File: src/trace_scan_regs.vh
// constants for the trace register scan access block
// assumes a single mclk domain; the debug port pins arrive unsynchronised
`ifndef TRACE_SCAN_REGS_VH
`define TRACE_SCAN_REGS_VH

// scan chain layout, shifted least significant bit first
`define TRC_DATA_W 32
`define TRC_ADDR_W 7
`define TRC_CHAIN_W 40
`define TRC_DATA_LSB 0
`define TRC_DATA_MSB 31
`define TRC_ADDR_LSB 32
`define TRC_ADDR_MSB 38
`define TRC_RW_BIT 39
`define TRC_RW_WRITE 1'h1

// chain selection through the core tap
`define TRC_CHAIN_NUM 4'h6
`define TRC_SEL_W 4
`define TRC_SEL_RESET 4'h0

// instruction register
`define TRC_IR_W 4
`define TRC_IR_CAPTURE 4'h1
`define TRC_IR_SCAN_N 4'h2
`define TRC_IR_INTEST 4'hC
`define TRC_IR_BYPASS 4'hF

// synchroniser word: trst, tdi, tms, tck
`define TRC_SYNC_W 4
`define TRC_SYNC_TCK 0
`define TRC_SYNC_TMS 1
`define TRC_SYNC_TDI 2
`define TRC_SYNC_TRST 3

`endif

File: src/trace_register_scan_access.v
// test port access to the trace macrocell registers
// assumes tck, tms, tdi, trstN come from pins; register port is on mclk
`include "trace_scan_regs.vh"
`default_nettype none

module trace_register_scan_access (
	input wire mclk,
	input wire rst_n,
	input wire tck,
	input wire tms,
	input wire tdi,
	input wire trstN,
	output reg tdo,
	output reg tdoOe,
	output reg [`TRC_ADDR_W-1:0] regAddr,
	output reg [`TRC_DATA_W-1:0] regWrData,
	output reg regWrite,
	output reg regRead,
	input wire [`TRC_DATA_W-1:0] regRdData,
	output wire traceChainActive
);

	// tap controller states, one-hot
	localparam [15:0] S_TLR = 16'h0001;
	localparam [15:0] S_RTI = 16'h0002;
	localparam [15:0] S_SELDR = 16'h0004;
	localparam [15:0] S_CAPDR = 16'h0008;
	localparam [15:0] S_SHDR = 16'h0010;
	localparam [15:0] S_EX1DR = 16'h0020;
	localparam [15:0] S_PADR = 16'h0040;
	localparam [15:0] S_EX2DR = 16'h0080;
	localparam [15:0] S_UPDR = 16'h0100;
	localparam [15:0] S_SELIR = 16'h0200;
	localparam [15:0] S_CAPIR = 16'h0400;
	localparam [15:0] S_SHIR = 16'h0800;
	localparam [15:0] S_EX1IR = 16'h1000;
	localparam [15:0] S_PAIR = 16'h2000;
	localparam [15:0] S_EX2IR = 16'h4000;
	localparam [15:0] S_UPIR = 16'h8000;

	wire [`TRC_SYNC_W-1:0] pinsRaw;
	wire [`TRC_SYNC_W-1:0] pins;
	reg tckPrev;
	wire tckRise;
	wire tckFall;
	wire tmsIn;
	wire tdiIn;
	wire tapReset;
	reg [15:0] tapState;
	wire [15:0] next_tapState;
	reg [`TRC_IR_W-1:0] irShift;
	reg [`TRC_IR_W-1:0] ir;
	reg [`TRC_SEL_W-1:0] selShift;
	reg [`TRC_SEL_W-1:0] chainSel;
	reg [`TRC_CHAIN_W-1:0] chain;
	reg bypassBit;
	reg [`TRC_DATA_W-1:0] readHold;
	reg readPending;
	reg tdoBit;

	// next tap state from current state and tms
	function [15:0] tapNext;
		input [15:0] s;
		input m;
		begin
			case (s)
				S_TLR: tapNext = m ? S_TLR : S_RTI;
				S_RTI: tapNext = m ? S_SELDR : S_RTI;
				S_SELDR: tapNext = m ? S_SELIR : S_CAPDR;
				S_CAPDR: tapNext = m ? S_EX1DR : S_SHDR;
				S_SHDR: tapNext = m ? S_EX1DR : S_SHDR;
				S_EX1DR: tapNext = m ? S_UPDR : S_PADR;
				S_PADR: tapNext = m ? S_EX2DR : S_PADR;
				S_EX2DR: tapNext = m ? S_UPDR : S_SHDR;
				S_UPDR: tapNext = m ? S_SELDR : S_RTI;
				S_SELIR: tapNext = m ? S_TLR : S_CAPIR;
				S_CAPIR: tapNext = m ? S_EX1IR : S_SHIR;
				S_SHIR: tapNext = m ? S_EX1IR : S_SHIR;
				S_EX1IR: tapNext = m ? S_UPIR : S_PAIR;
				S_PAIR: tapNext = m ? S_EX2IR : S_PAIR;
				S_EX2IR: tapNext = m ? S_UPIR : S_SHIR;
				S_UPIR: tapNext = m ? S_SELDR : S_RTI;
				default: tapNext = S_TLR;
			endcase
		end
	endfunction

	// trace chain is the data path only for intest with chain 6 selected
	function isTraceChain;
		input [`TRC_IR_W-1:0] instr;
		input [`TRC_SEL_W-1:0] sel;
		begin
			isTraceChain = (instr == `TRC_IR_INTEST) &&
				(sel == `TRC_CHAIN_NUM);
		end
	endfunction

	// debug pins through the three-stage synchroniser
	assign pinsRaw = {trstN, tdi, tms, tck};

	pin_sync #(
		.WIDTH(`TRC_SYNC_W)
	) u_pin_sync (
		.mclk(mclk),
		.rst_n(rst_n),
		.din(pinsRaw),
		.dout(pins)
	);

	// tck edges seen on the filtered copy
	always @(posedge mclk) begin
		if (!rst_n) begin
			tckPrev <= 1'b0;
		end else begin
			tckPrev <= pins[`TRC_SYNC_TCK];
		end
	end

	assign tckRise = pins[`TRC_SYNC_TCK] & ~tckPrev;
	assign tckFall = ~pins[`TRC_SYNC_TCK] & tckPrev;
	assign tmsIn = pins[`TRC_SYNC_TMS];
	assign tdiIn = pins[`TRC_SYNC_TDI];
	assign tapReset = !rst_n || !pins[`TRC_SYNC_TRST];
	assign next_tapState = tapNext(tapState, tmsIn);
	assign traceChainActive = isTraceChain(ir, chainSel);

	// tap state walks on each tck rising edge
	always @(posedge mclk) begin
		if (tapReset) begin
			tapState <= S_TLR;
		end else if (tckRise) begin
			tapState <= next_tapState;
		end
	end

	// instruction register: capture, shift, update
	always @(posedge mclk) begin
		if (tapReset) begin
			irShift <= `TRC_IR_BYPASS;
			ir <= `TRC_IR_BYPASS;
		end else if (tckRise) begin
			case (tapState)
				S_TLR: begin
					ir <= `TRC_IR_BYPASS;
				end
				S_CAPIR: begin
					irShift <= `TRC_IR_CAPTURE;
				end
				S_SHIR: begin
					irShift <= {tdiIn, irShift[`TRC_IR_W-1:1]};
				end
				default: begin
					if (next_tapState == S_UPIR) begin
						ir <= irShift;
					end
				end
			endcase
		end
	end

	// chain number register, reached by the scan-select instruction
	always @(posedge mclk) begin
		if (tapReset) begin
			selShift <= `TRC_SEL_RESET;
			chainSel <= `TRC_SEL_RESET;
		end else if (tckRise && ir == `TRC_IR_SCAN_N) begin
			case (tapState)
				S_CAPDR: begin
					selShift <= chainSel;
				end
				S_SHDR: begin
					selShift <= {tdiIn, selShift[`TRC_SEL_W-1:1]};
				end
				default: begin
					if (next_tapState == S_UPDR) begin
						chainSel <= selShift;
					end
				end
			endcase
		end
	end

	// 40-bit trace chain: data low, address, rw on top
	always @(posedge mclk) begin
		if (tapReset) begin
			chain <= {`TRC_CHAIN_W{1'b0}};
		end else if (tckRise && isTraceChain(ir, chainSel)) begin
			case (tapState)
				S_CAPDR: begin
					// last read result into the data field
					chain[`TRC_DATA_MSB:`TRC_DATA_LSB] <= readHold;
				end
				S_SHDR: begin
					chain <= {tdiIn, chain[`TRC_CHAIN_W-1:1]};
				end
				default: begin
					chain <= chain;
				end
			endcase
		end
	end

	// bypass bit for every other data path
	always @(posedge mclk) begin
		if (tapReset) begin
			bypassBit <= 1'b0;
		end else if (tckRise) begin
			if (tapState == S_CAPDR) begin
				bypassBit <= 1'b0;
			end else if (tapState == S_SHDR) begin
				bypassBit <= tdiIn;
			end
		end
	end

	// register access issued only on the edge entering update-dr
	always @(posedge mclk) begin
		if (tapReset) begin
			regAddr <= {`TRC_ADDR_W{1'b0}};
			regWrData <= {`TRC_DATA_W{1'b0}};
			regWrite <= 1'b0;
			regRead <= 1'b0;
		end else begin
			regWrite <= 1'b0;
			regRead <= 1'b0;
			if (tckRise && next_tapState == S_UPDR &&
				isTraceChain(ir, chainSel)) begin
				regAddr <= chain[`TRC_ADDR_MSB:`TRC_ADDR_LSB];
				if (chain[`TRC_RW_BIT] == `TRC_RW_WRITE) begin
					regWrData <= chain[`TRC_DATA_MSB:`TRC_DATA_LSB];
					regWrite <= 1'b1;
				end else begin
					regRead <= 1'b1;
				end
			end
		end
	end

	// hold read data, sampled the cycle after the read strobe
	always @(posedge mclk) begin
		if (tapReset) begin
			readPending <= 1'b0;
			readHold <= {`TRC_DATA_W{1'b0}};
		end else begin
			readPending <= regRead;
			if (readPending) begin
				readHold <= regRdData;
			end
		end
	end

	// serial output source for the active path
	always @* begin
		tdoBit = bypassBit;
		if (tapState == S_SHIR) begin
			tdoBit = irShift[0];
		end else if (ir == `TRC_IR_SCAN_N) begin
			tdoBit = selShift[0];
		end else if (isTraceChain(ir, chainSel)) begin
			tdoBit = chain[0];
		end
	end

	// tdo changes on tck falling edge, driven only while shifting
	always @(posedge mclk) begin
		if (tapReset) begin
			tdo <= 1'b0;
			tdoOe <= 1'b0;
		end else if (tckFall) begin
			tdo <= tdoBit;
			tdoOe <= (tapState == S_SHDR) || (tapState == S_SHIR);
		end
	end

endmodule // trace_register_scan_access

`default_nettype wire

File: src/pin_sync.v
// three-stage synchroniser for the debug port pins
// assumes the pins are asynchronous to mclk; output moves when stages agree
`default_nettype none

module pin_sync #(
	parameter WIDTH = 4
) (
	input wire mclk,
	input wire rst_n,
	input wire [WIDTH-1:0] din,
	output reg [WIDTH-1:0] dout
);

	reg [WIDTH-1:0] stage1;
	reg [WIDTH-1:0] stage2;
	reg [WIDTH-1:0] stage3;
	integer i;

	// stage chain; stage1 feeds only stage2
	always @(posedge mclk) begin
		if (!rst_n) begin
			stage1 <= {WIDTH{1'b0}};
			stage2 <= {WIDTH{1'b0}};
			stage3 <= {WIDTH{1'b0}};
		end else begin
			stage1 <= din;
			stage2 <= stage1;
			stage3 <= stage2;
		end
	end

	// accept a bit only once stage2 and stage3 agree
	always @(posedge mclk) begin
		if (!rst_n) begin
			dout <= {WIDTH{1'b0}};
		end else begin
			for (i = 0; i < WIDTH; i = i + 1) begin
				if (stage2[i] == stage3[i]) begin
					dout[i] <= stage3[i];
				end
			end
		end
	end

endmodule // pin_sync

`default_nettype wire

File: config.mk
export PLATFORM = sky130hd
export DESIGN_NAME = trace_register_scan_access
export DESIGN_NICKNAME = d
export VERILOG_FILES = /design/src/trace_register_scan_access.v /design/src/pin_sync.v
export VERILOG_INCLUDE_DIRS = /design/src
export SDC_FILE = /design/constraint.sdc
export NUM_CORES = 1
export LEC_CHECK = 0
export ABC_AREA = 1
export ABC_CLOCK_PERIOD_IN_PS = 2490
export BUFFER_PORTS_ARGS = -buffer_cell sky130_fd_sc_hd__buf_2
export CAP_MARGIN = 20
export CELL_PAD_IN_SITES_DETAIL_PLACEMENT = 2
export CELL_PAD_IN_SITES_GLOBAL_PLACEMENT = 2
export CORE_ASPECT_RATIO = 2
export CORE_MARGIN = 5
export CORE_UTILIZATION = 32
export CTS_CLUSTER_DIAMETER = 200
export DETAILED_ROUTE_END_ITERATION = 8
export GPL_ROUTABILITY_DRIVEN = 0
export GPL_TIMING_DRIVEN = 0
export PLACE_DENSITY_LB_ADDON = 0.1
export SYNTH_ARGS = -nofsm -noshare
export SYNTH_HDL_FRONTEND = slang
export SYNTH_SLANG_ARGS = --single-unit
File: constraint.sdc
create_clock -name mclk -period 2.49 [get_ports mclk]
set_clock_uncertainty 0.15 [all_clocks]
set_input_delay 0 -clock mclk [delete_from_list [all_inputs] [get_ports mclk]]
set_output_delay 0 -clock mclk [all_outputs]
set_load 0.01 [all_outputs]
==> results.yml <==
logic_synthesis:
  synth-seq-area-share_pct: 48.6
  synth_warnings: 0
  synth_area_leaders: "dfxtp_1 49%, nand2_1 18%, a21oi_1 7.5%"
  synth_adder_area_share_pct: 0
  synth_most_common_cell: "nand2_1"
  syn_inst: 973
  syn_nets: 1011
  yosys.area_share.xor_xnor_pct: 0
  yosysTopAreaCellShare_pct: 48.6
  ys_ff_latch: 166
  synth_top_family_by_area: "simple AND/OR/NAND/NOR gates"
  synthMuxAreaShare_pct: 0
  syn_area_um2: 6840
  yosysTopAreaCell: "dfxtp_1"
  postSynth.asyncResetShare_pct: 0
  yosys-top-cells-count: "331 x nand2_1, 166 x dfxtp_1, 119 x nor2_1, 102 x a21oi_1, 64 x inv_1"
  dominantRegCellSynth: "dfxtp_1"
  synthSimpleGateAreaFrac_pct: 30.5
  avgSynthCellArea_um2: 7.03
  synth_compound_area_share_pct: 13.4
  yosysUniqueCellTypes: 31
  synth_edf_count: 0
min_path:
  hp-class: "in2reg"
  hold_path_end: "u_pin_sync.stage1[1]$_SDFF_PN0_"
  min_from: "tms"
  hold-path-cell-count: 4
final_layout:
  fin_cells: 1393
  drive_above_1_share_pct: 13.5
  syn_to_final_growth_pct: 26.2
  seq_area_um2: 3320
  n_fill_cell: 2555
  num_antenna_cells: 0
  utilization_pct: 41.0
  multi_input_area_um2: 3030
  nNetsFinal: 1149
clock_network:
  cts_sinks: 166
  root_buffer: "clkbuf_16"
  cts_made_buffers: 17
  insertion_delay_ps: 440
  path_clk_slew_ps: 70
  htreeDepth: 4
  clock_path_buffers: 2
  tritoncts: "yes"
power:
  power.switching_mw: 1.19
  powerDensity_nw_per_um2: 652
  power_frac_comb_pct: 1.7
  p_seq_share_pct: 47.4
  pwr-share-clk_pct: 50.9
  p_sw_share_pct: 21.1
  ir_worst_vdd_v: 0.000347
  power.leakage_nw: 3.86
  internal-power_mw: 4.44
timing:
  worstMarginPinSlew_ps: 912
  period_minus_slack_ps: 2340
  setup_viol: 0
  drv_slew: 0
  max_freq_ghz: 0.427
  timing.final.crit_share_pct: 94.0
  finalHoldViolations: 0
  relSlewSlack_pct: 39.2
  timing.hold.ws_ps: 142
  rsz0062_at_grt: "yes"
  layout_setup_ws_ps: 150
placed_design:
  dp_slack_ps: -82.2
  hpwl_um: 18300
  portBuffers: 80
  dp_cells: 1322
worst_setup_path:
  startpoint_type: "register"
  ff2ff_setup_slack_ps: 150
  arrival_ps: 2480
  reg2reg_depth: 6
  worstReg2RegStart: "u_pin_sync.dout[0]$_SDFFE_PN0N_"
  path_class: "reg2reg"
  cpPeakStageDelay_ps: 540
  cp.required_ps: 2630
  crit_slowest_cell: "clkbuf_1"
  worst-path-buf-inv: 2
  worstPathMaxFanout: 10
  path_cells: "inv_1 > nor2_2 > clkbuf_1 > nand4_1 > nand2_1 > a21oi_1"
  endpoint_kind: "register"
  regToRegEndpoint: "chainSel[0]$_SDFFE_PP0P_"
  crit_family: "simple AND/OR/NAND/NOR gates"
floorplanning:
  pin_count: 82
  dieArea_um2: 24600
  core_area_um2: 21000
  die_w_um: 113
  start_util_pct: 32.5
  fp.dieH_um: 217
  rows: 75
routing:
  postRouteWirelength_um: 25000
  ant_nets: 0
  vias: 6918
  routed_via_density: 4.97
  drt_first_pass_iters: 4
  drt_iter0_markers: 229
  wl_per_cell_um: 18.0
  route.detailed.drc: 0
grt:
  grt_max_degree: 17
  grt_pass1_vias: 7732
  antenna_found_initial: 0
  grt_first_pass_wirelength_um: 39800
  grt_use_total_pct: 20.9
  grt.overflow.total: 0
run:
  max_cap_viol_count: 0
outcome:
  outcome: "finished, final reports clean"
-- cells in the final DEF, fill, tap and decap left out, types with 3 or more instances in the layout --
cell type,Yosys,routed
a211oi_1,4,4
a21oi_1,102,102
buf_2,5,83
buf_4,4,6
buf_6,7,7
bufinv_16,0,4
clkbuf_1,35,33
clkbuf_16,0,17
clkinvlp_4,0,4
dfxtp_1,166,166
dlygate4sd3_1,0,37
inv_1,64,63
inv_2,2,3
inv_6,0,3
nand2_1,331,330
nand2_2,4,5
nand3_1,31,31
nand4_1,7,7
nor2_1,119,117
nor2_4,3,5
nor3_1,5,5
o21ai_0,35,35
o21ai_1,30,30
-- final cells by class --
class | instances | share of cell area (%)
Timing Repair Buffer | 119 | 9.11
Clock buffer | 18 | 5.09
Multi-Input combinational cell | 690 | 35.1
Inverter | 66 | 2.87
Sequential cell | 166 | 38.5
Tap cell | 269 | 3.90
Buffer | 51 | 3.16
Clock inverter | 14 | 2.26
-- metrics by stage --
| step | TNS (ps) | instance area (um2) | power, mW |
|---|---|---|---|
| 6_report | 0 | 8630 | 5.63 |
| 5_1_grt | -5.29 | 8630 | 5.82 |
| 3_5_place_dp | -656 | 7570 | 2.77 |
| 3_3_place_gp | -9.07 | 7570 | 2.77 |
| 2_1_floorplan | 0 | 6840 | 2.74 |
| 4_1_cts | 0 | 8600 | 5.70 |
-- worst reg2reg max path, cell delays in order (launching register included) --
cell and delay [ps]:
dfxtp_1 360, inv_1 90, nor2_2 450, clkbuf_1 540
nand4_1 380, nand2_1 150, a21oi_1 70
-- flip-flops by register name, indices dropped and copies added (netlist names), 4 cells and up --
| signal | cells |
|---|---|
| u_pin_sync.stage2 | 4 |
| tapState | 16 |
| chainSel | 4 |
| regAddr | 7 |
| irShift | 4 |
| regWrData | 32 |
| chain | 40 |
| ir | 4 |
| readHold | 32 |
| u_pin_sync.stage1 | 4 |
| selShift | 4 |
| u_pin_sync.stage3 | 4 |
| u_pin_sync.dout | 4 |
-- worst max path at each step --
stage	start	endpoint	slack [ps]	cells past startpoint
after CTS	rst_n	tapState[9]$_SDFFE_PP0P_	60	7
after global placement	u_pin_sync.dout[0]$_SDFFE_PN0N_	chainSel[0]$_SDFFE_PP0P_	-4	6
after floorplan	chainSel[1]$_SDFFE_PP0P_	chain[39]$_SDFFE_PP0P_	660	9
final	u_pin_sync.dout[0]$_SDFFE_PN0N_	chainSel[0]$_SDFFE_PP0P_	150	6
after detailed placement	u_pin_sync.dout[0]$_SDFFE_PN0N_	chainSel[0]$_SDFFE_PP0P_	-80	6
after global routing	tapState[12]$_SDFFE_PP0P_	chainSel[3]$_SDFFE_PP0P_	-5	10
-- power by group through the flow --
| stage | logic [mW] | clock network, mW | registers [mW] |
|---|---|---|---|
| final | 0.0948 | 2.87 | 2.67 |
| after global routing | 0.105 | 3.05 | 2.66 |
| after CTS | 0.0938 | 2.94 | 2.66 |
| after detailed placement | 0.0479 | 0 | 2.73 |
| after global placement | 0.0467 | 0 | 2.73 |
| after floorplan | 0.0125 | 0 | 2.72 |
-- logic make-up (layout without fill, tap and decap cells) --
logic type             count (synthesis)  count (layout)
AOI/OAI and AO/OA                    178             178
buffers and inverters                117             268
DFF                                  166             166
and+or+nand+nor                      512             512
-- routing by layer --
layer / vias to the layer above / routed length [um] / GRT usage (%)
li1: 3360 / - / -
met1: 3431 / 8500 / 18.1
met2: 86 / 15300 / 44.4
met3: 41 / 505 / 3.88
met4: 0 / 767 / 7.82
met5: - / 0 / 0
-- repair_timing --
item | 4_1_cts | 5_1_grt
gates cloned | 0 | 0
resized for setup | 2 | 11
buffers inserted | 2 | 0
pin swaps | 1 | 1
endpoints found under the setup margin | 23 | 70
hold buffers | 37 | 0
hold endpoints to repair | 43 | 0
No activity file was read; power rests on OpenSTA's default activity.
